==> src/design/pmc_pkg.sv <==
package pmc_pkg;

	// ------------------------------------------------------------------
	// register map
	// ------------------------------------------------------------------
	localparam logic [3:0] OFF_CFG  = 4'h0;
	localparam logic [3:0] OFF_CLK  = 4'h4;
	localparam logic [3:0] OFF_CMD  = 4'h8;
	localparam logic [3:0] OFF_STAT = 4'hc;

	// ------------------------------------------------------------------
	// configuration word layout
	// ------------------------------------------------------------------
	localparam int CFG_W           = 14;
	localparam int CFG_PROTECT     = 13;
	localparam int CFG_AUTO_OFF    = 12;
	localparam int CFG_LVR_LOW     = 11;
	localparam int CFG_LVR_EN      = 10;
	localparam int CFG_SRC_HI      = 9;
	localparam int CFG_SRC_LO      = 8;
	localparam int CFG_PIN_RST_EN  = 7;
	localparam int CFG_WDT_RST_EN  = 6;
	localparam int CFG_TRIM_HI     = 4;
	localparam logic [13:0] CFG_RESET = 14'h0000;

	// command register bits (write-one pulses)
	localparam int CMD_SLEEP = 0;
	localparam int CMD_CLRWD = 1;
	localparam int CMD_ERASE = 2;

	// ------------------------------------------------------------------
	// timing
	// ------------------------------------------------------------------
	localparam int CLK_MHZ         = 50;
	localparam int WDT_PERIOD_US   = 14000;
	localparam int WDT_CYCLES      = WDT_PERIOD_US * CLK_MHZ;

	// ------------------------------------------------------------------
	// types
	// ------------------------------------------------------------------
	typedef enum logic [1:0] {
		PMC_FAST = 2'b00,
		PMC_SLOW = 2'b01,
		PMC_IDLE = 2'b11,
		PMC_STOP = 2'b10
	} pmc_mode_type;

	typedef struct packed {
		logic       wake_timer_en;
		logic [1:0] slow_type;
		logic       t2_fast;
		logic       fast_stop;
		logic       slow_sel;
		logic       slow_en;
	} pmc_clkctl_type;

	localparam pmc_clkctl_type CLKCTL_RESET = '0;
	localparam int CLKCTL_W = 7;

endpackage

==> src/design/pmc_top.sv <==
`timescale 1ns/100ps
`default_nettype none

// Function
// - four reset sources: power-on, low voltage, reset pin, watchdog overflow
// - power-on loads all control defaults; config word then sets source and threshold
// - pin and watchdog resets clear controls but keep timeout and power-down flags
// - config bit 11 picks low threshold, bit 10 enables low-voltage reset
// - config bit 12 turns regulator and detector off in idle and stop
// - config bits 9-8 select the fast oscillator source
// - config bit 7 enables the external reset pin
// - config bit 6: overflow resets chip, else acts as wake-up timer event
// - config bit 13 blocks external reads of program memory
// - config always readable; writable only unprotected or after erase
// - config bits 4-0 trim the fast internal RC oscillator
// - sleep stops system clock and peripherals; timer follows its settings
// - power-down ends on reset, enabled interrupts, or low wake pin
// - every reset starts in fast mode on the configured fast clock
// - in fast mode timer2 runs fast when its select is set, else slow
// - slow mode: cpu on chosen slow source, fast clock stopped if fast_stop set, peripherals slow
// - sleep with slow enabled and timer2 slow enters idle; only slow logic runs
// - sleep with slow clock disabled enters stop; all oscillators off
// - idle wakes on pin, wake pins, wake timer, timer2; stop not timer2
// - watchdog enabled, sleep timer off: timer cleared in sleep; both on: counts
module pmc_top #(
	parameter int WDT_TICKS = pmc_pkg::WDT_CYCLES
) (
	input  wire logic        REF_CLK,
	input  wire logic        RESET_N,
	// axi4-lite slave
	input  wire logic [3:0]  S_AXI_AWADDR,
	input  wire logic        S_AXI_AWVALID,
	output logic             S_AXI_AWREADY,
	input  wire logic [31:0] S_AXI_WDATA,
	input  wire logic [3:0]  S_AXI_WSTRB,
	input  wire logic        S_AXI_WVALID,
	output logic             S_AXI_WREADY,
	output logic [1:0]       S_AXI_BRESP,
	output logic             S_AXI_BVALID,
	input  wire logic        S_AXI_BREADY,
	input  wire logic [3:0]  S_AXI_ARADDR,
	input  wire logic        S_AXI_ARVALID,
	output logic             S_AXI_ARREADY,
	output logic [31:0]      S_AXI_RDATA,
	output logic [1:0]       S_AXI_RRESP,
	output logic             S_AXI_RVALID,
	input  wire logic        S_AXI_RREADY,
	// pins and neighbouring logic
	input  wire logic        RESET_PIN_N,
	input  wire logic        LOW_VOLTAGE,
	input  wire logic [7:0]  WAKE_PINS_N,
	input  wire logic        EXT_PIN_IRQ,
	input  wire logic        TIMER2_IRQ,
	input  wire logic        FAST_TICK,
	input  wire logic        SLOW_TICK,
	// outputs
	output logic             CHIP_RESET_N,
	output logic [1:0]       MODE,
	output logic             CPU_TICK,
	output logic             PERIPH_TICK,
	output logic             TIMER2_TICK,
	output logic             FAST_OSC_EN,
	output logic             SLOW_OSC_EN,
	output logic [1:0]       FAST_SRC_SEL,
	output logic [1:0]       SLOW_SRC_SEL,
	output logic [4:0]       FAST_RC_TRIM,
	output logic             REGULATOR_ON,
	output logic             LVD_ON,
	output logic             LVR_THRESHOLD_LOW,
	output logic             CODE_READ_BLOCK,
	output logic             WAKE_TIMER_EVENT,
	output logic             TIMEOUT_FLAG,
	output logic             POWERDOWN_FLAG
);

	// ------------------------------------------------------------------
	// pin synchronisers: three stages, change taken when 2nd and 3rd agree
	// ------------------------------------------------------------------
	localparam int NSYNC = 10;
	logic [NSYNC-1:0] pin_raw;
	logic [NSYNC-1:0] pin_f;
	assign pin_raw = {LOW_VOLTAGE, RESET_PIN_N, WAKE_PINS_N};

	genvar gi;
	generate
		for (gi = 0; gi < NSYNC; gi++) begin : g_sync
			logic s1_r;
			logic s2_r;
			logic s3_r;
			logic f_r;
			// pins idle high, the detector idles low
			localparam logic idle_lvl = (gi <= 8);
			// per-pin three-stage filter, every stage seeded at the idle level
			// so that no false wake or reset pulse follows reset
			always_ff @(posedge REF_CLK or negedge RESET_N) begin
				if (!RESET_N) begin
					s1_r <= idle_lvl;
					s2_r <= idle_lvl;
					s3_r <= idle_lvl;
					f_r  <= idle_lvl;
				end else begin
					s1_r <= pin_raw[gi];
					s2_r <= s1_r;
					s3_r <= s2_r;
					if (s2_r == s3_r)
						f_r <= s3_r;
				end
			end
			assign pin_f[gi] = f_r;
		end
	endgenerate

	logic       low_volt;
	logic       rst_pin_n;
	logic [7:0] wake_n;
	assign low_volt  = pin_f[9];
	assign rst_pin_n = pin_f[8];
	assign wake_n    = pin_f[7:0];

	// ------------------------------------------------------------------
	// state
	// ------------------------------------------------------------------
	logic [pmc_pkg::CFG_W-1:0]    cfg_r;
	pmc_pkg::pmc_clkctl_type      ctl_r;
	pmc_pkg::pmc_mode_type        mode_r;
	pmc_pkg::pmc_mode_type        mode_nxt;
	logic                         erased_r;
	logic                         to_r;
	logic                         pd_r;
	logic                         chip_rst_r;
	logic [31:0]                  wdt_r;
	logic                         wte_r;
	logic                         cpu_src_r;
	logic                         gate_off_r;

	// ------------------------------------------------------------------
	// configuration decode
	// ------------------------------------------------------------------
	logic protect;
	logic auto_off;
	logic lvr_en;
	logic pin_rst_en;
	logic wdt_rst_en;
	assign protect    = cfg_r[pmc_pkg::CFG_PROTECT];
	assign auto_off   = cfg_r[pmc_pkg::CFG_AUTO_OFF];
	assign lvr_en     = cfg_r[pmc_pkg::CFG_LVR_EN];
	assign pin_rst_en = cfg_r[pmc_pkg::CFG_PIN_RST_EN];
	assign wdt_rst_en = cfg_r[pmc_pkg::CFG_WDT_RST_EN];

	logic sleeping;
	assign sleeping = (mode_r == pmc_pkg::PMC_IDLE) || (mode_r == pmc_pkg::PMC_STOP);

	// regulator and detector follow the auto-off option in sleep
	assign REGULATOR_ON = !(auto_off && sleeping);
	assign LVD_ON       = lvr_en && REGULATOR_ON;

	// ------------------------------------------------------------------
	// shared watchdog / wake-up timer
	// ------------------------------------------------------------------
	logic wdt_run;
	logic wdt_clear_sleep;
	logic wdt_ovf;
	assign wdt_run         = sleeping ? ctl_r.wake_timer_en : (wdt_rst_en || ctl_r.wake_timer_en);
	assign wdt_clear_sleep = sleeping && wdt_rst_en && !ctl_r.wake_timer_en;
	assign wdt_ovf         = wdt_run && (wdt_r == 32'(WDT_TICKS - 1));

	logic wdt_reset;
	logic wkt_event;
	assign wdt_reset = wdt_ovf && wdt_rst_en;
	assign wkt_event = wdt_ovf && !wdt_rst_en;

	// ------------------------------------------------------------------
	// reset sources
	// ------------------------------------------------------------------
	logic pin_reset;
	logic lv_reset;
	logic soft_rst;
	assign pin_reset = pin_rst_en && !rst_pin_n;
	assign lv_reset  = LVD_ON && low_volt;
	assign soft_rst  = pin_reset || lv_reset || wdt_reset;

	// ------------------------------------------------------------------
	// axi4-lite slave
	// ------------------------------------------------------------------
	logic        aw_got_r;
	logic        w_got_r;
	logic [3:0]  aw_addr_r;
	logic [31:0] w_data_r;
	logic        bvalid_r;
	logic [1:0]  bresp_r;
	logic        rvalid_r;
	logic [1:0]  rresp_r;
	logic [31:0] rdata_r;

	assign S_AXI_AWREADY = !aw_got_r && !bvalid_r;
	assign S_AXI_WREADY  = !w_got_r && !bvalid_r;
	assign S_AXI_ARREADY = !rvalid_r;
	assign S_AXI_BVALID  = bvalid_r;
	assign S_AXI_BRESP   = bresp_r;
	assign S_AXI_RVALID  = rvalid_r;
	assign S_AXI_RRESP   = rresp_r;
	assign S_AXI_RDATA   = rdata_r;

	// write fires once both halves are held
	logic       wr_fire;
	logic       wr_cfg;
	logic       wr_clk;
	logic       wr_cmd;
	logic       wr_ok;
	logic       cfg_allowed;
	assign wr_fire     = aw_got_r && w_got_r;
	assign cfg_allowed = !protect || erased_r;
	assign wr_cfg      = wr_fire && (aw_addr_r == pmc_pkg::OFF_CFG) && cfg_allowed;
	assign wr_clk      = wr_fire && (aw_addr_r == pmc_pkg::OFF_CLK);
	assign wr_cmd      = wr_fire && (aw_addr_r == pmc_pkg::OFF_CMD);
	assign wr_ok       = wr_cfg || wr_clk || wr_cmd || (wr_fire && aw_addr_r == pmc_pkg::OFF_STAT);

	logic cmd_sleep;
	logic cmd_clrwd;
	logic cmd_erase;
	assign cmd_sleep = wr_cmd && w_data_r[pmc_pkg::CMD_SLEEP];
	assign cmd_clrwd = wr_cmd && w_data_r[pmc_pkg::CMD_CLRWD];
	assign cmd_erase = wr_cmd && w_data_r[pmc_pkg::CMD_ERASE];

	// read data mux
	logic [31:0] rd_mux;
	logic        rd_hit;
	logic [31:0] stat_word;
	assign stat_word = {24'h000000, erased_r, cpu_src_r, pd_r, to_r, 2'b00, mode_r};
	assign rd_hit    = (S_AXI_ARADDR == pmc_pkg::OFF_CFG) || (S_AXI_ARADDR == pmc_pkg::OFF_CLK)
	                || (S_AXI_ARADDR == pmc_pkg::OFF_CMD) || (S_AXI_ARADDR == pmc_pkg::OFF_STAT);
	assign rd_mux    = (S_AXI_ARADDR == pmc_pkg::OFF_CFG)  ? {18'h00000, cfg_r} :
	                   (S_AXI_ARADDR == pmc_pkg::OFF_CLK)  ? {25'h0000000, ctl_r} :
	                   (S_AXI_ARADDR == pmc_pkg::OFF_STAT) ? stat_word : 32'h00000000;

	// address and data capture, response
	always_ff @(posedge REF_CLK or negedge RESET_N) begin
		if (!RESET_N) begin
			aw_got_r  <= 1'b0;
			w_got_r   <= 1'b0;
			aw_addr_r <= 4'h0;
			w_data_r  <= 32'h00000000;
			bvalid_r  <= 1'b0;
			bresp_r   <= 2'b00;
		end else begin
			if (S_AXI_AWVALID && S_AXI_AWREADY) begin
				aw_got_r  <= 1'b1;
				aw_addr_r <= {S_AXI_AWADDR[3:2], 2'b00};
			end
			if (S_AXI_WVALID && S_AXI_WREADY) begin
				w_got_r  <= 1'b1;
				w_data_r <= S_AXI_WDATA & {{8{S_AXI_WSTRB[3]}}, {8{S_AXI_WSTRB[2]}},
				                           {8{S_AXI_WSTRB[1]}}, {8{S_AXI_WSTRB[0]}}};
			end
			if (wr_fire) begin
				aw_got_r <= 1'b0;
				w_got_r  <= 1'b0;
				bvalid_r <= 1'b1;
				bresp_r  <= wr_ok ? 2'b00 : 2'b10;
			end else if (bvalid_r && S_AXI_BREADY) begin
				bvalid_r <= 1'b0;
			end
		end
	end

	// read channel
	always_ff @(posedge REF_CLK or negedge RESET_N) begin
		if (!RESET_N) begin
			rvalid_r <= 1'b0;
			rresp_r  <= 2'b00;
			rdata_r  <= 32'h00000000;
		end else if (S_AXI_ARVALID && S_AXI_ARREADY) begin
			rvalid_r <= 1'b1;
			rresp_r  <= rd_hit ? 2'b00 : 2'b10;
			rdata_r  <= rd_mux;
		end else if (rvalid_r && S_AXI_RREADY) begin
			rvalid_r <= 1'b0;
		end
	end

	// ------------------------------------------------------------------
	// configuration word and erase state
	// ------------------------------------------------------------------
	always_ff @(posedge REF_CLK or negedge RESET_N) begin
		if (!RESET_N) begin
			cfg_r    <= pmc_pkg::CFG_RESET;
			erased_r <= 1'b0;
		end else begin
			if (wr_cfg)
				cfg_r <= w_data_r[pmc_pkg::CFG_W-1:0];
			if (cmd_erase)
				erased_r <= 1'b1;
		end
	end

	// ------------------------------------------------------------------
	// clock control register: defaults on any reset
	// ------------------------------------------------------------------
	always_ff @(posedge REF_CLK or negedge RESET_N) begin
		if (!RESET_N)
			ctl_r <= pmc_pkg::CLKCTL_RESET;
		else if (soft_rst)
			ctl_r <= pmc_pkg::CLKCTL_RESET;
		else if (wr_clk)
			ctl_r <= w_data_r[pmc_pkg::CLKCTL_W-1:0];
	end

	// ------------------------------------------------------------------
	// operating mode
	// ------------------------------------------------------------------
	logic wake;
	assign wake = EXT_PIN_IRQ || (wake_n != 8'hff) || wkt_event
	           || (mode_r == pmc_pkg::PMC_IDLE && TIMER2_IRQ);

	always_comb begin
		mode_nxt = mode_r;
		unique case (mode_r)
			pmc_pkg::PMC_FAST, pmc_pkg::PMC_SLOW: begin
				mode_nxt = cpu_src_r ? pmc_pkg::PMC_SLOW : pmc_pkg::PMC_FAST;
				if (cmd_sleep) begin
					if (ctl_r.slow_en && !ctl_r.t2_fast)
						mode_nxt = pmc_pkg::PMC_IDLE;
					else
						mode_nxt = pmc_pkg::PMC_STOP;
				end
			end
			pmc_pkg::PMC_IDLE, pmc_pkg::PMC_STOP: begin
				if (wake)
					mode_nxt = cpu_src_r ? pmc_pkg::PMC_SLOW : pmc_pkg::PMC_FAST;
			end
		endcase
	end

	// mode register, reset returns to fast mode
	always_ff @(posedge REF_CLK or negedge RESET_N) begin
		if (!RESET_N)
			mode_r <= pmc_pkg::PMC_FAST;
		else if (soft_rst)
			mode_r <= pmc_pkg::PMC_FAST;
		else
			mode_r <= mode_nxt;
	end

	// ------------------------------------------------------------------
	// watchdog counter and flags
	// ------------------------------------------------------------------
	always_ff @(posedge REF_CLK or negedge RESET_N) begin
		if (!RESET_N)
			wdt_r <= 32'h00000000;
		else if (soft_rst || cmd_clrwd || cmd_sleep || wdt_clear_sleep || wdt_ovf)
			wdt_r <= 32'h00000000;
		else if (wdt_run)
			wdt_r <= wdt_r + 32'h00000001;
	end

	// timeout and power-down flags survive pin and watchdog resets
	always_ff @(posedge REF_CLK or negedge RESET_N) begin
		if (!RESET_N) begin
			to_r <= 1'b0;
			pd_r <= 1'b0;
		end else if (lv_reset) begin
			to_r <= 1'b0;
			pd_r <= 1'b0;
		end else if (!(pin_reset || wdt_reset)) begin
			if (wkt_event)
				to_r <= 1'b1;
			else if (cmd_clrwd || cmd_sleep)
				to_r <= 1'b0;
			if (cmd_sleep)
				pd_r <= 1'b1;
			else if (cmd_clrwd)
				pd_r <= 1'b0;
		end
	end

	// event pulse and chip reset output
	always_ff @(posedge REF_CLK or negedge RESET_N) begin
		if (!RESET_N) begin
			wte_r      <= 1'b0;
			chip_rst_r <= 1'b1;
		end else begin
			wte_r      <= wkt_event;
			chip_rst_r <= soft_rst;
		end
	end

	// ------------------------------------------------------------------
	// glitch-free cpu clock selection
	// ------------------------------------------------------------------
	logic old_tick;
	logic new_tick;
	assign old_tick = cpu_src_r ? SLOW_TICK : FAST_TICK;
	assign new_tick = ctl_r.slow_sel ? SLOW_TICK : FAST_TICK;

	// gate off after the old source's tick, switch on the new one's tick
	always_ff @(posedge REF_CLK or negedge RESET_N) begin
		if (!RESET_N) begin
			cpu_src_r  <= 1'b0;
			gate_off_r <= 1'b0;
		end else if (soft_rst) begin
			cpu_src_r  <= 1'b0;
			gate_off_r <= 1'b0;
		end else if (!gate_off_r) begin
			if (ctl_r.slow_sel != cpu_src_r && old_tick)
				gate_off_r <= 1'b1;
		end else if (new_tick) begin
			cpu_src_r  <= ctl_r.slow_sel;
			gate_off_r <= 1'b0;
		end
	end

	// ------------------------------------------------------------------
	// clock distribution
	// ------------------------------------------------------------------
	logic run;
	assign run = !sleeping && !chip_rst_r;

	assign CPU_TICK     = run && !gate_off_r && old_tick;
	assign PERIPH_TICK  = run && !gate_off_r && old_tick;
	assign TIMER2_TICK  = (mode_r == pmc_pkg::PMC_FAST) ? (ctl_r.t2_fast ? FAST_TICK : SLOW_TICK)
	                    : (mode_r == pmc_pkg::PMC_STOP) ? 1'b0 : SLOW_TICK;
	assign FAST_OSC_EN  = (mode_r == pmc_pkg::PMC_FAST) || (mode_r == pmc_pkg::PMC_SLOW && !ctl_r.fast_stop);
	assign SLOW_OSC_EN  = ctl_r.slow_en && (mode_r != pmc_pkg::PMC_STOP);

	// configuration outputs
	assign FAST_SRC_SEL      = cfg_r[pmc_pkg::CFG_SRC_HI:pmc_pkg::CFG_SRC_LO];
	assign SLOW_SRC_SEL      = ctl_r.slow_type;
	assign FAST_RC_TRIM      = cfg_r[pmc_pkg::CFG_TRIM_HI:0];
	assign LVR_THRESHOLD_LOW = cfg_r[pmc_pkg::CFG_LVR_LOW];
	assign CODE_READ_BLOCK   = protect;
	assign WAKE_TIMER_EVENT  = wte_r;
	assign TIMEOUT_FLAG      = to_r;
	assign POWERDOWN_FLAG    = pd_r;
	assign MODE              = mode_r;
	assign CHIP_RESET_N      = !chip_rst_r;

endmodule

`default_nettype wire

==> config.mk <==
export PLATFORM = sky130hd
export DESIGN_NAME = pmc_top
export DESIGN_NICKNAME = d
export VERILOG_FILES = /design/src/design/pmc_pkg.sv /design/src/design/pmc_top.sv
export SDC_FILE = /design/constraint.sdc
export NUM_CORES = 1
export LEC_CHECK = 0
export BUFFER_PORTS_ARGS = -buffer_cell sky130_fd_sc_hd__buf_2
export CAP_MARGIN = 20
export CORE_MARGIN = 4
export CORE_UTILIZATION = 55
export CTS_CLUSTER_SIZE = 30
export DETAILED_ROUTE_END_ITERATION = 6
export PLACE_DENSITY = 0.86
export RECOVER_POWER = 50
export SYNTH_ARGS = -nofsm -noshare
export SYNTH_HDL_FRONTEND = slang
export SYNTH_SLANG_ARGS = --single-unit
export TNS_END_PERCENT = 50
==> constraint.sdc <==
create_clock -name REF_CLK -period 2.6 [get_ports REF_CLK]
set_input_delay 0.13 -clock REF_CLK [delete_from_list [all_inputs] [get_ports REF_CLK]]
set_output_delay 0.13 -clock REF_CLK [all_outputs]
set_load 0.02 [all_outputs]
## After elaboration in Yosys (flattened, before gate mapping)

Index checks and enable logic that the tools add are counted.
W data, S select, Z words.

| word-level totals | value |
|---|---|
| input port bits | 65 |
| logic and storage cells | 222 |
| register bits after elaboration | 158 |
| output and inout bits | 65 |

| operators by class | value |
|---|---|
| reduce and logical (&&, ||, !) cells | 86 |
| add/sub/neg operators | 1 |
| eq/ne operators | 25 |
| bitwise operators | 1 |
| multiplexer cells | 44 |

Operators with widths:

| kind | count |
|---|---|
| $mux W32 | 2 |
| $logic_and A1 B1 Y1 | 33 |
| $add A32 B1 Y32 const B | 1 |
| $eq A32 B20 Y1 const B | 1 |
| $mux W1 | 31 |
| $logic_or A1 B1 Y1 | 21 |
| $mux W8 | 2 |
| $reduce_bool A2 Y1 | 8 |
| $and A14 B14 Y14 | 1 |
| $logic_not A1 Y1 | 14 |
| $mux W14 | 1 |
| $mux W7 | 2 |
| $eq A1 B1 Y1 | 10 |
| $mux W2 | 5 |
| $eq A2 B2 Y1 const B | 4 |
| $eq A4 B4 Y1 const B | 2 |
| $logic_not A4 Y1 | 2 |
| $ne A8 B8 Y1 const B | 1 |
| $reduce_and A2 Y1 | 3 |
| $reduce_bool A3 Y1 | 2 |
| $eq A2 B1 Y1 const B | 2 |
| $eq A4 B3 Y1 const B | 1 |
| $ne A2 B2 Y1 const B | 2 |
| $pmux W2 S2 | 1 |
| 4 further kinds | 5 |

## Logic depth before layout (Yosys ltp)

Gate-level depths: netlist of the first run.

| depth | value |
|---|---|
| depth after elaboration | 13 |
| mapped depth | 7 |
| depth with buffers taken out | 6 |

## Worst setup path after synthesis of the first run

Ideal clock, no wire load.

| path | value |
|---|---|
| kind | reg2out |
| start point | reg mode_r[1] (netlist: MODE[1]) |
| end point | out PERIPH_TICK |
| path buffers | 2 |
| stages on the path, launching flop included | 4 |
| required time | 2470 ps |
| data arrival time | 2189 ps |
| setup slack | 281 ps |
| cell sequence | dfrtp_1 -> buf_2 -> a2111oi_0 -> buf_4 |

| on the way | value |
|---|---|
| longest elaborated chain between the ends | 6 |
| elaborated cells between the ends (all ways) | 7 |
| those cells by class | eq/ne (2); reduce/logical (5) |

RTL lines:

| item | line | source |
|---|---|---|
| start: declaration | pmc_top.sv:125 | `pmc_pkg::pmc_mode_type mode_r;` |
| start signal: assignment | pmc_top.sv:337 | `mode_r <= pmc_pkg::PMC_FAST;` |
| start signal: assignment | pmc_top.sv:339 | `mode_r <= pmc_pkg::PMC_FAST;` |
| start signal: assignment | pmc_top.sv:341 | `mode_r <= mode_nxt;` |
| $eq A2 B2 Y1 | pmc_top.sv:151 | `assign sleeping = (mode_r == pmc_pkg::PMC_IDLE) \|\| (mode_r == pmc_pkg::PMC_STOP);` |
| $logic_or A1 B1 Y1 (*) | pmc_top.sv:151 |  |
| $logic_not A1 Y1 (*) | pmc_top.sv:416 | `assign run = !sleeping && !chip_rst_r;` |
| $logic_and A1 B1 Y1 (*) | pmc_top.sv:416 |  |
| $logic_and A1 B1 Y1 (*) (2 in series) | n/a |  |
| end: declaration | pmc_top.sv:60 | `output logic PERIPH_TICK,` |

Mark *: on every way between the ends. The rest lies on a longest branch, timed or not.

## Final worst setup path of the first run

| path | value |
|---|---|
| start point | reg wdt_r[8] |
| end point | reg wdt_r[7] |

| on the way | value |
|---|---|
| longest elaborated chain between the ends | 9 |
| elaborated cells between the ends (all ways) | 10 |
| those cells by class | eq/ne (1); mux (1); reduce/logical (8) |

RTL lines:

| item | line | source |
|---|---|---|
| start: declaration | pmc_top.sv:131 | `logic [31:0] wdt_r;` |
| start signal: assignment | pmc_top.sv:353 | `wdt_r <= wdt_r + 32'h00000001;` |
| $eq A32 B20 Y1 (*) | pmc_top.sv:165 | `assign wdt_ovf = wdt_run && (wdt_r == 32'(WDT_TICKS - 1));` |
| $logic_and A1 B1 Y1 (*) | pmc_top.sv:165 |  |
| $logic_and A1 B1 Y1 | pmc_top.sv:169 | `assign wdt_reset = wdt_ovf && wdt_rst_en;` |
| $logic_or A1 B1 Y1 | pmc_top.sv:180 | `assign soft_rst = pin_reset \|\| lv_reset \|\| wdt_reset;` |
| $logic_or A1 B1 Y1 (3 in series) | pmc_top.sv:350 | `else if (soft_rst \|\| cmd_clrwd \|\| cmd_sleep \|\| wdt_clear_sleep \|\| wdt_ovf)` |
| $logic_or A1 B1 Y1 (*) | pmc_top.sv:350 |  |
| $mux W32 or $reduce_bool A2 Y1 (tied branches) | n/a |  |

Marked as above.
A chain may end at the register's enable or synchronous reset.

==> out/metrics.yaml, run 1 <==
cpPeakStageDelay_ns: 0.50
rr_worst_depth: 5
port_buffers: 87
synth-seq-cells: 138
hold_viol: 0
dp.cells: 769
fin_util_pct: 70.1
cts_hold_buffers: 49
synth_compound_area_share_pct: 7.02
yosys_warnings: 0
die_area_um2: 12900
routed_wl_um: 15300
fin_nets: 763
final_antenna_net_count: 0
cts_resized: 0
crit_family: "simple AND/OR/NAND/NOR gates"
min_period_ns: 2.37
yosys.area_share.simple_pct: 19.3
drt-initial-drc-count: 394
tritoncts: "done"
hold_start: "SLOW_TICK"
path_clk_slew_ns: 0.06
final.setup.tns_ns: 0
crit_fanout: 32
fin_skew_ns: 0.0102
h-tree-depth: 4
syn_area_per_cell_um2: 10.9
core_region_area_um2: 10900
die_w_um: 114
critPathSlowestCell: "nand4b_4"
hold_path_class: "primary input to flop"
grt_max_degree: 82
cts_inserted_buffers: 17
whs_ns: 0.0261
ys.flop_type: "dfrtp_1"
ir_drop_mv: 0.646
gp_congestion: 0.883
reg2reg_from: "wdt_r[8]"
status: "complete, but fails checks"
antenna_found_initial: 0
clock_latency_ns: 0.54
critPathKind: "flop to flop"
ys_seq_area_share_pct: 57.1
violations: "capacitance limit, slew limit"
worstPathCellList: "nor4bb_1 -> nand4_1 -> nor4_4 -> nand4b_4 -> nor2_1"
vias_per_cell: 5.68
grt_pass1_vias: 5063
clock_sinks: 138
drive_above_1_share_pct: 26.2
grt_pass1_wl_um: 25400
grt_use_total_pct: 25.2
synthAdderAreaFrac_pct: 1.84
dieHeight_um: 114
critPathBufInv: 0
synth_edf_count: 0
synthDistinctLibCells: 63
synth_top_family_by_area: "simple AND/OR/NAND/NOR gates"
min_path_cells: 4
required_ns: 2.99
rows: 38
p_per_area_nw_per_um2: 934
synth_area_um2: 6130
wl_per_cell_um: 18.0
relSlewSlack_pct: -29.0
drcViolationCount: 0
vias: 4830
power.total_mw: 7.13
root_buffer: "clkbuf_8"
p_leak_nw: 3.44
maxCapViolations: 1
postCtsSetupBuffers: 0
areaGrowthSynthToFinish_pct: 24.4
async_flop_share_pct: 100
n_antenna_cell: 0
synth_mux_area_share_pct: 3.61
place_hpwl_um: 9480
cp-startpoint: "wdt_r[8]"
fmaxAchievable_mhz: 422
synth_xor_area_share_pct: 4.43
slew_violations: 82
rsz0062_at_grt: "false"
cp.arrival_ns: 2.76
end_kind: "flop"
clock_path_buffers: 2
floorplan.initialDensity_pct: 56.3
stdcell_count: 850
finalCritPeriodShare_pct: 91.2
worstMarginPinSlew_ns: 1.93
synthCells: 564
cp_num_cells: 5
setup_viol: 0
firstDrtPassIters: 5
cp-start-kind: "flop"
pin_count: 130
gr-total-overflow: 0
-- layout make-up --
| type | instances | area [um^2] |
|---|---|---|
| Clock inverter | 13 | 128 |
| Fill cell | 705 | 3260 |
| Inverter | 16 | 60.1 |
| Timing Repair Buffer | 147 | 1000 |
| Tap cell | 140 | 175 |
| Sequential cell | 138 | 3500 |
| Clock buffer | 19 | 464 |
| Multi-Input combinational cell | 377 | 2300 |
-- cells in the mapped netlist, types with 4 or more instances --
library cell | number | area share [%]
nand2_1 | 81 | 5.0
and4_1 | 4 | 0.57
a21oi_1 | 16 | 1.3
a221oi_1 | 6 | 0.86
nor2_2 | 4 | 0.41
xnor2_1 | 25 | 3.6
nor4_2 | 9 | 1.8
nand3_1 | 20 | 1.6
dfstp_2 | 37 | 16
o21ai_0 | 22 | 1.8
nand2b_1 | 4 | 0.41
xor2_1 | 6 | 0.86
buf_4 | 32 | 3.9
nor3_1 | 10 | 0.82
maj3_1 | 10 | 1.6
nor2_1 | 57 | 3.5
buf_6 | 4 | 0.73
clkbuf_1 | 10 | 0.61
nand4_1 | 7 | 0.71
dfrtp_1 | 101 | 41
nor4_1 | 9 | 0.92
mux2_2 | 13 | 2.4
and3_1 | 7 | 0.71
inv_1 | 16 | 0.98
-- worst register-to-register path: cells and delay by family, from the launching register on --
kind	cells	cell delay, ns
DFF	1	0.48
and+or+nand+nor	5	1.76
-- flip-flops by register name, summed over array words and instances (netlist names), 5 cells and up --
signal / count
w_data_r: 14
g_sync.s1_r: 10
ctl_r: 5
S_AXI_RDATA: 14
cfg_r: 14
g_sync.s2_r: 10
g_sync.f_r: 10
g_sync.s3_r: 10
wdt_r: 32
-- final timing paths --
check / slack [ns] / endpoint
max: 0.23 / wdt_r[7]
min: 0.03 / cpu_src_r
max reg2reg: 0.23 / wdt_r[7]
min reg2reg: 0.36 / g_sync[9].s2_r
max in group asynchronous: 0.51 / S_AXI_RDATA[9]
min in group asynchronous: 0.68 / wdt_r[29]
-- layer usage --
layer | wire [um] | track usage [%] | vias up
met4 | 480 | 11.0 | 0
met5 | 0 | 0 | -
met2 | 7850 | 42.1 | 240
li1 | - | - | 2149
met1 | 5890 | 31.9 | 2390
met3 | 1100 | 5.15 | 51
-- kinds of logic after synthesis --
family	after synthesis
DFF	138
xor gates and xnor gates	31
adders and majority gates	11
AOI/OAI and AO/OA	65
other	1
and+or+nand+nor	231
buffers and inverters	68
muxes	19
-- per-stage QoR --
stage	worst slack (ns)	area (um^2)
after floorplan	0.281	6200
after global placement	0.458	6550
after detailed placement	0.360	6570
after CTS	0.296	7650
after global routing	0.0488	7630
final	0.228	7630
-- power breakdown --
group	switching (mW)	internal (mW)	leakage, nW
clock	0.978	1.40	0.296
combinational	1.07	0.617	1.42
sequential	0.456	2.60	1.72
-- placed cells by master (no fill, tap or decap), types with 3 or more instances in the layout --
cell type and n:
nor2b_1 3, inv_6 4, conb_1 20, inv_1 16, dlygate4sd3_1 49, dfrtp_1 101
clkbuf_16 18, nor2_1 57, nor4_2 10, nand4_1 7, xor2_1 6, clkinv_4 4
a22oi_1 3, nor3_1 10, buf_2 87, xnor2_1 25, nand2_1 81, and3_1 7
nand3_1 20, mux2_2 13, clkbuf_2 3, mux2i_1 3, dfstp_2 21, dfstp_1 16
nand2b_1 4, nor4_1 8, o21ai_0 22, a21oi_1 16, maj3_1 10, a221oi_1 6
buf_4 6, nor2_2 4, and4_1 4
No activity file was read; power rests on OpenSTA's default activity.
==> run 2, diff against run 1 <==
--- a/config.mk
+++ b/config.mk
@@ -7,6 +7,7 @@
 export LEC_CHECK = 0
 export BUFFER_PORTS_ARGS = -buffer_cell sky130_fd_sc_hd__buf_2
 export CAP_MARGIN = 20
+export CORE_ASPECT_RATIO = 0.7
 export CORE_MARGIN = 4
 export CORE_UTILIZATION = 55
 export CTS_CLUSTER_SIZE = 30
==> run 2 against run 1 <==
- the run still ends with capacitance limit, slew limit left
- clock-buffer cell count decreased by 2
- core utilization decreased by 0.29 points
- clock skew increased by 0.0019 ns
- fmax increased by 6.3%
- clock power about the same
- highest routed layer unchanged
==> out/metrics.yaml, run 2 (synthesis results as in run 1) <==
drcViolationCount: 0  # unchanged
fin_skew_ns: 0.0120  # was 0.0102 ns
finalCritPeriodShare_pct: 85.9  # was 91.2%
vias: 4784  # was 4830
tritoncts: "done"  # unchanged
firstDrtPassIters: 5  # unchanged
hold_path_class: "primary input to flop"  # unchanged
grt_max_degree: 68  # was 82
cts_inserted_buffers: 17  # unchanged
routed_wl_um: 15200  # was 15300 um
h-tree-depth: 4  # unchanged
p_per_area_nw_per_um2: 947  # was 934 nW/um^2
largest_register_ffs: 32  # unchanged
gp_congestion: 0.914  # was 0.883
regMostFlops: "wdt_r"  # unchanged
fmaxAchievable_mhz: 448  # was 422 MHz
rows: 31  # was 38
n_antenna_cell: 0  # unchanged
final.setup.tns_ns: 0  # unchanged
maxCapViolations: 1  # unchanged
port_buffers: 87  # unchanged
drive_above_1_share_pct: 22.0  # was 26.2%
worstMarginPinSlew_ns: 1.67  # was 1.93 ns
p_leak_nw: 3.26  # was 3.44 nW
violations: "capacitance limit, slew limit"  # unchanged
pin_count: 130  # unchanged
place_area_um2: 6580  # was 6570 um^2
min_period_ns: 2.23  # was 2.37 ns
clock_sinks: 138  # unchanged
wl_per_cell_um: 18.1  # was 18.0 um
cp.arrival_ns: 2.51  # was 2.76 ns
end_kind: "flop"  # unchanged
hold_viol: 0  # unchanged
status: "complete, but fails checks"  # unchanged
clock_path_buffers: 2  # unchanged
crit_fanout: 32  # unchanged
drt-initial-drc-count: 319  # was 394
grt_pass1_vias: 4806  # was 5063
areaGrowthSynthToFinish_pct: 20.9  # was 24.4%
grt_use_total_pct: 24.8  # was 25.2%
gr-total-overflow: 0  # unchanged
floorplan.initialDensity_pct: 57.7  # was 56.3%
final_common_cell: "dfrtp_1"  # unchanged
fill_cells: 758  # was 705
fin_nets: 745  # was 763
required_ns: 2.88  # was 2.99 ns
die_area_um2: 12900  # about the same
antenna_found_initial: 0  # unchanged
path_clk_slew_ns: 0.07  # was 0.06 ns
die_w_um: 134  # was 114 um
ir_drop_mv: 0.836  # was 0.646 mV
grt_pass1_wl_um: 24500  # was 25400 um
slew_violations: 67  # was 82
dieHeight_um: 96.4  # was 114 um
critPathKind: "flop to flop"  # unchanged
fin_util_pct: 69.8  # was 70.1%
cts_hold_buffers: 29  # was 49
mostFrequentLayoutCells: "dfrtp_1, nand2_1, nor2_1"  # was dfrtp_1, buf_2, nand2_1
final_antenna_net_count: 0  # unchanged
core_region_area_um2: 10600  # was 10900 um^2
cp-start-kind: "flop"  # unchanged
relSlewSlack_pct: -11.4  # was -29.0%
place_hpwl_um: 9670  # was 9480 um
clock_latency_ns: 0.42  # was 0.54 ns
final_cell_area_um2: 7420  # was 7630 um^2
postCtsSetupBuffers: 0  # unchanged
rsz0062_at_grt: "false"  # unchanged
root_buffer: "clkbuf_16"  # was clkbuf_8
vias_per_cell: 5.70  # was 5.68
setup_viol: 0  # unchanged
cts_resized: 0  # unchanged
run 2: worst paths after layout:
kind / startpoint / endpoint / slack, ns / depth (start not counted)
min reg2reg: g_sync[3].s1_r / g_sync[3].s2_r / 0.36 / 0
max: wdt_r[0] / wdt_r[4] / 0.37 / 6
min in group asynchronous: RESET_N / cfg_r[12] / 0.69 / 2
max reg2reg: wdt_r[0] / wdt_r[4] / 0.37 / 6
max in group asynchronous: RESET_N / chip_rst_r / 0.82 / 3
min: S_AXI_WDATA[6] / w_data_r[6] / 0.05 / 3
run 2: area by class of cell:
cell class | instances | area, um^2 | area share (%)
Clock inverter | 15 | 148 | 1.99
Tap cell | 148 | 185 | 2.50
Inverter | 16 | 60.1 | 0.810
Sequential cell | 138 | 3500 | 47.2
Timing Repair Buffer | 129 | 797 | 10.7
Multi-Input combinational cell | 377 | 2300 | 31.0
Clock buffer | 17 | 425 | 5.74
run 2: through the flow:
stage | hold WS [ns] | instances | setup WS, ns | total power, mW
3_5_place_dp | 0.236 | 777 | 0.472 | 4.62
5_1_grt | 0.0511 | 840 | 0.198 | 7.33
2_1_floorplan | -0.166 | 583 | 0.281 | 4.17
6_report | 0.0454 | 840 | 0.368 | 7.02
4_1_cts | 0.000585 | 838 | 0.388 | 7.01
3_3_place_gp | 0.235 | 777 | 0.593 | 4.51
run 2: report_power, final:
group | switching [mW] | total [mW] | internal, mW
clock network | 1.07 | 2.35 | 1.28
logic | 1.05 | 1.58 | 0.531
registers | 0.489 | 3.09 | 2.60
total | 2.61 | 7.02 | 4.41
run 2: layer usage:
layer / part of all wire [%] / GRT usage (%) / routed length, um / vias up
met1: 43 / 32.6 / 6510 / 2386
li1: - / - / - / 2114
met2: 47 / 40.2 / 7190 / 251
met3: 7.8 / 6.43 / 1190 / 33
met5: 0 / 0 / 0 / -
met4: 2.3 / 9.66 / 356 / 0
run 2: worst max-delay path, stage by stage (launching register included):
cell and delay [ns]:
dfrtp_1 0.42, ha_1 0.19, and3_1 0.33, o21ai_2 0.16
nor4_4 0.40, nand4b_4 0.46, nor2_1 0.12
==> run 3, diff against run 2 <==
--- a/config.mk
+++ b/config.mk
@@ -7,7 +7,7 @@
 export LEC_CHECK = 0
 export BUFFER_PORTS_ARGS = -buffer_cell sky130_fd_sc_hd__buf_2
 export CAP_MARGIN = 20
-export CORE_ASPECT_RATIO = 0.7
+export CORE_ASPECT_RATIO = 1.2
 export CORE_MARGIN = 4
 export CORE_UTILIZATION = 55
 export CTS_CLUSTER_SIZE = 30
==> run 3 against run 2 <==
- clock-buffer cell count up 1
- core utilization shrank 2.5 points
- register-to-register slack better by 0.07 ns
- combinational power is essentially flat
- hold slack worse by 0.033 ns
- critical endpoint is now wdt_r[21]
- setup slack improved by 0.067 ns
- largest cell class unchanged
- first-iteration DRC count fell by 25%
- non-clock buffer count decreased by 3
- the run still ends with capacitance limit, slew limit left
- total power decreased by 0.89%
- largest power group unchanged
- fmax rose by 3.1%
- final area shrank 0.39%
==> out/metrics.yaml, run 3 (synthesis results as in run 1) <==
p_per_area_nw_per_um2: 942  # was 947 nW/um^2
port_buffers: 87  # unchanged
mostFrequentLayoutCells: "dfrtp_1, nand2_1, buf_2"  # was dfrtp_1, nand2_1, nor2_1
fin_nets: 742  # was 745
maxCapViolations: 1  # unchanged
slew_violations: 75  # was 67
critPathKind: "flop to flop"  # unchanged
vias_per_cell: 5.68  # was 5.70
fmaxAchievable_mhz: 462  # was 448 MHz
power.total_mw: 6.96  # was 7.02 mW
postCtsSetupBuffers: 0  # unchanged
required_ns: 2.89  # was 2.88 ns
largest_register_ffs: 32  # unchanged
hold_viol: 0  # unchanged
worstMarginPinSlew_ns: 1.84  # was 1.67 ns
place_hpwl_um: 9150  # was 9670 um
clock_latency_ns: 0.43  # was 0.42 ns
n_antenna_cell: 0  # unchanged
cts_inserted_buffers: 17  # unchanged
clock_path_buffers: 2  # unchanged
p_leak_nw: 3.30  # was 3.26 nW
h-tree-depth: 4  # unchanged
crit_fanout: 12  # was 32
fin_skew_ns: 0.0127  # was 0.0120 ns
cp-start-kind: "flop"  # unchanged
route.met3.wl_um: 800  # was 1190 um
hold_start: "S_AXI_WSTRB[1]"  # was S_AXI_WDATA[6]
finalCritPeriodShare_pct: 83.3  # was 85.9%
min_path_cells: 3  # unchanged
die_w_um: 104  # was 134 um
cts_hold_buffers: 28  # was 29
cts_resized: 0  # unchanged
die_area_um2: 12900  # about the same
pin_count: 130  # unchanged
grt_use_total_pct: 24.0  # was 24.8%
clock_sinks: 138  # unchanged
drive_above_1_share_pct: 24.1  # was 22.0%
routed_wl_um: 14300  # was 15200 um
stdcell_count: 821  # was 840
relSlewSlack_pct: -22.9  # was -11.4%
status: "complete, but fails checks"  # unchanged
root_buffer: "clkbuf_16"  # unchanged
topRoutingLayerUsed: "met4"  # unchanged
rows: 42  # was 31
reg2reg_from: "MODE[1]"  # was wdt_r[0]
rsz0062_at_grt: "false"  # unchanged
fin_util_pct: 67.3  # was 69.8%
wl_met1_um: 5250  # was 6510 um
grt_pass1_wl_um: 24300  # was 24500 um
wl_per_cell_um: 17.4  # was 18.1 um
setup_viol: 0  # unchanged
rr_worst_depth: 6  # unchanged
dieHeight_um: 124  # was 96.4 um
violations: "capacitance limit, slew limit"  # unchanged
path_clk_slew_ns: 0.07  # about the same
min_period_ns: 2.16  # was 2.23 ns
dp.cells: 761  # was 777
grt_max_degree: 76  # was 68
hold_path_class: "primary input to flop"  # unchanged
firstDrtPassIters: 5  # unchanged
floorplan.initialDensity_pct: 55.8  # was 57.7%
vias: 4665  # was 4784
final.setup.tns_ns: 0  # unchanged
grt_pass1_vias: 4830  # was 4806
final_antenna_net_count: 0  # unchanged
areaGrowthSynthToFinish_pct: 20.5  # was 20.9%
cp.arrival_ns: 2.45  # was 2.51 ns
gp_congestion: 0.854  # was 0.914
core_region_area_um2: 11000  # was 10600 um^2
drcViolationCount: 0  # unchanged
antenna_found_initial: 0  # unchanged
gr-total-overflow: 0  # unchanged
drt-initial-drc-count: 238  # was 319
route.met2.wl_um: 7570  # was 7190 um
cp-startpoint: "MODE[1]"  # was wdt_r[0]
tritoncts: "done"  # unchanged
end_kind: "flop"  # unchanged
ir_drop_mv: 0.488  # was 0.836 mV
regMostFlops: "wdt_r"  # unchanged
final_common_cell: "dfrtp_1"  # unchanged
## run 3: changes by cell type in the layout (fill, tap and decap cells not counted), sizes merged
cell,change
clkinv,+2
bufinv,+1
dlygate4sd3,-3
clkbuf,-11
clkinvlp,-1
buf,+12
inv,-3
## run 3: power by group
part           total, mW  switching (mW)  internal [mW]
combinational       1.59            1.03          0.560
clock               2.34           0.977           1.36
sequential          3.03           0.426           2.60
total               6.96            2.43           4.52
## run 3: final timing paths
check	endpoint	slack [ns]
setup / recovery	wdt_r[21]	0.44
hold / removal	w_data_r[13]	0.01
setup reg to reg	wdt_r[21]	0.44
hold reg to reg	g_sync[9].s2_r	0.35
max in group asynchronous	ctl_r[3]	0.67
min in group asynchronous	SLOW_SRC_SEL[1]	0.75
## run 3: worst max-delay path: stages (launching register included)
cell,delay (ns)
dfrtp_1,0.51
and2b_1,0.37
o2111ai_1,0.14
buf_4,0.22
nor4_1,0.52
xnor2_1,0.21
nor2_1,0.06
## run 3: area by class of cell
type,instances,area [um^2]
clock buffer,18,439
clock inverter,14,136
fill,772,3590
inverter,16,60.1
multi-input combinational,377,2300
sequential,138,3500
tap,132,165
timing repair buffer,126,786
## run 3: layer usage
layer  vias to the layer above  track usage, %
met5                         -               0
met4                         0            14.2
met3                        54            4.72
met2                       195            42.3
met1                      2300            27.3
li1                       2116               -
## run 3: stage by stage
stage	hold WS, ns	setup slack, ns	instance area (um^2)
after floorplan	-0.166	0.281	6200
after global placement	0.196	0.585	6560
after detailed placement	0.202	0.523	6570
after CTS	0.00501	0.398	7420
after global routing	0.0237	0.256	7390
final	0.0121	0.435	7390
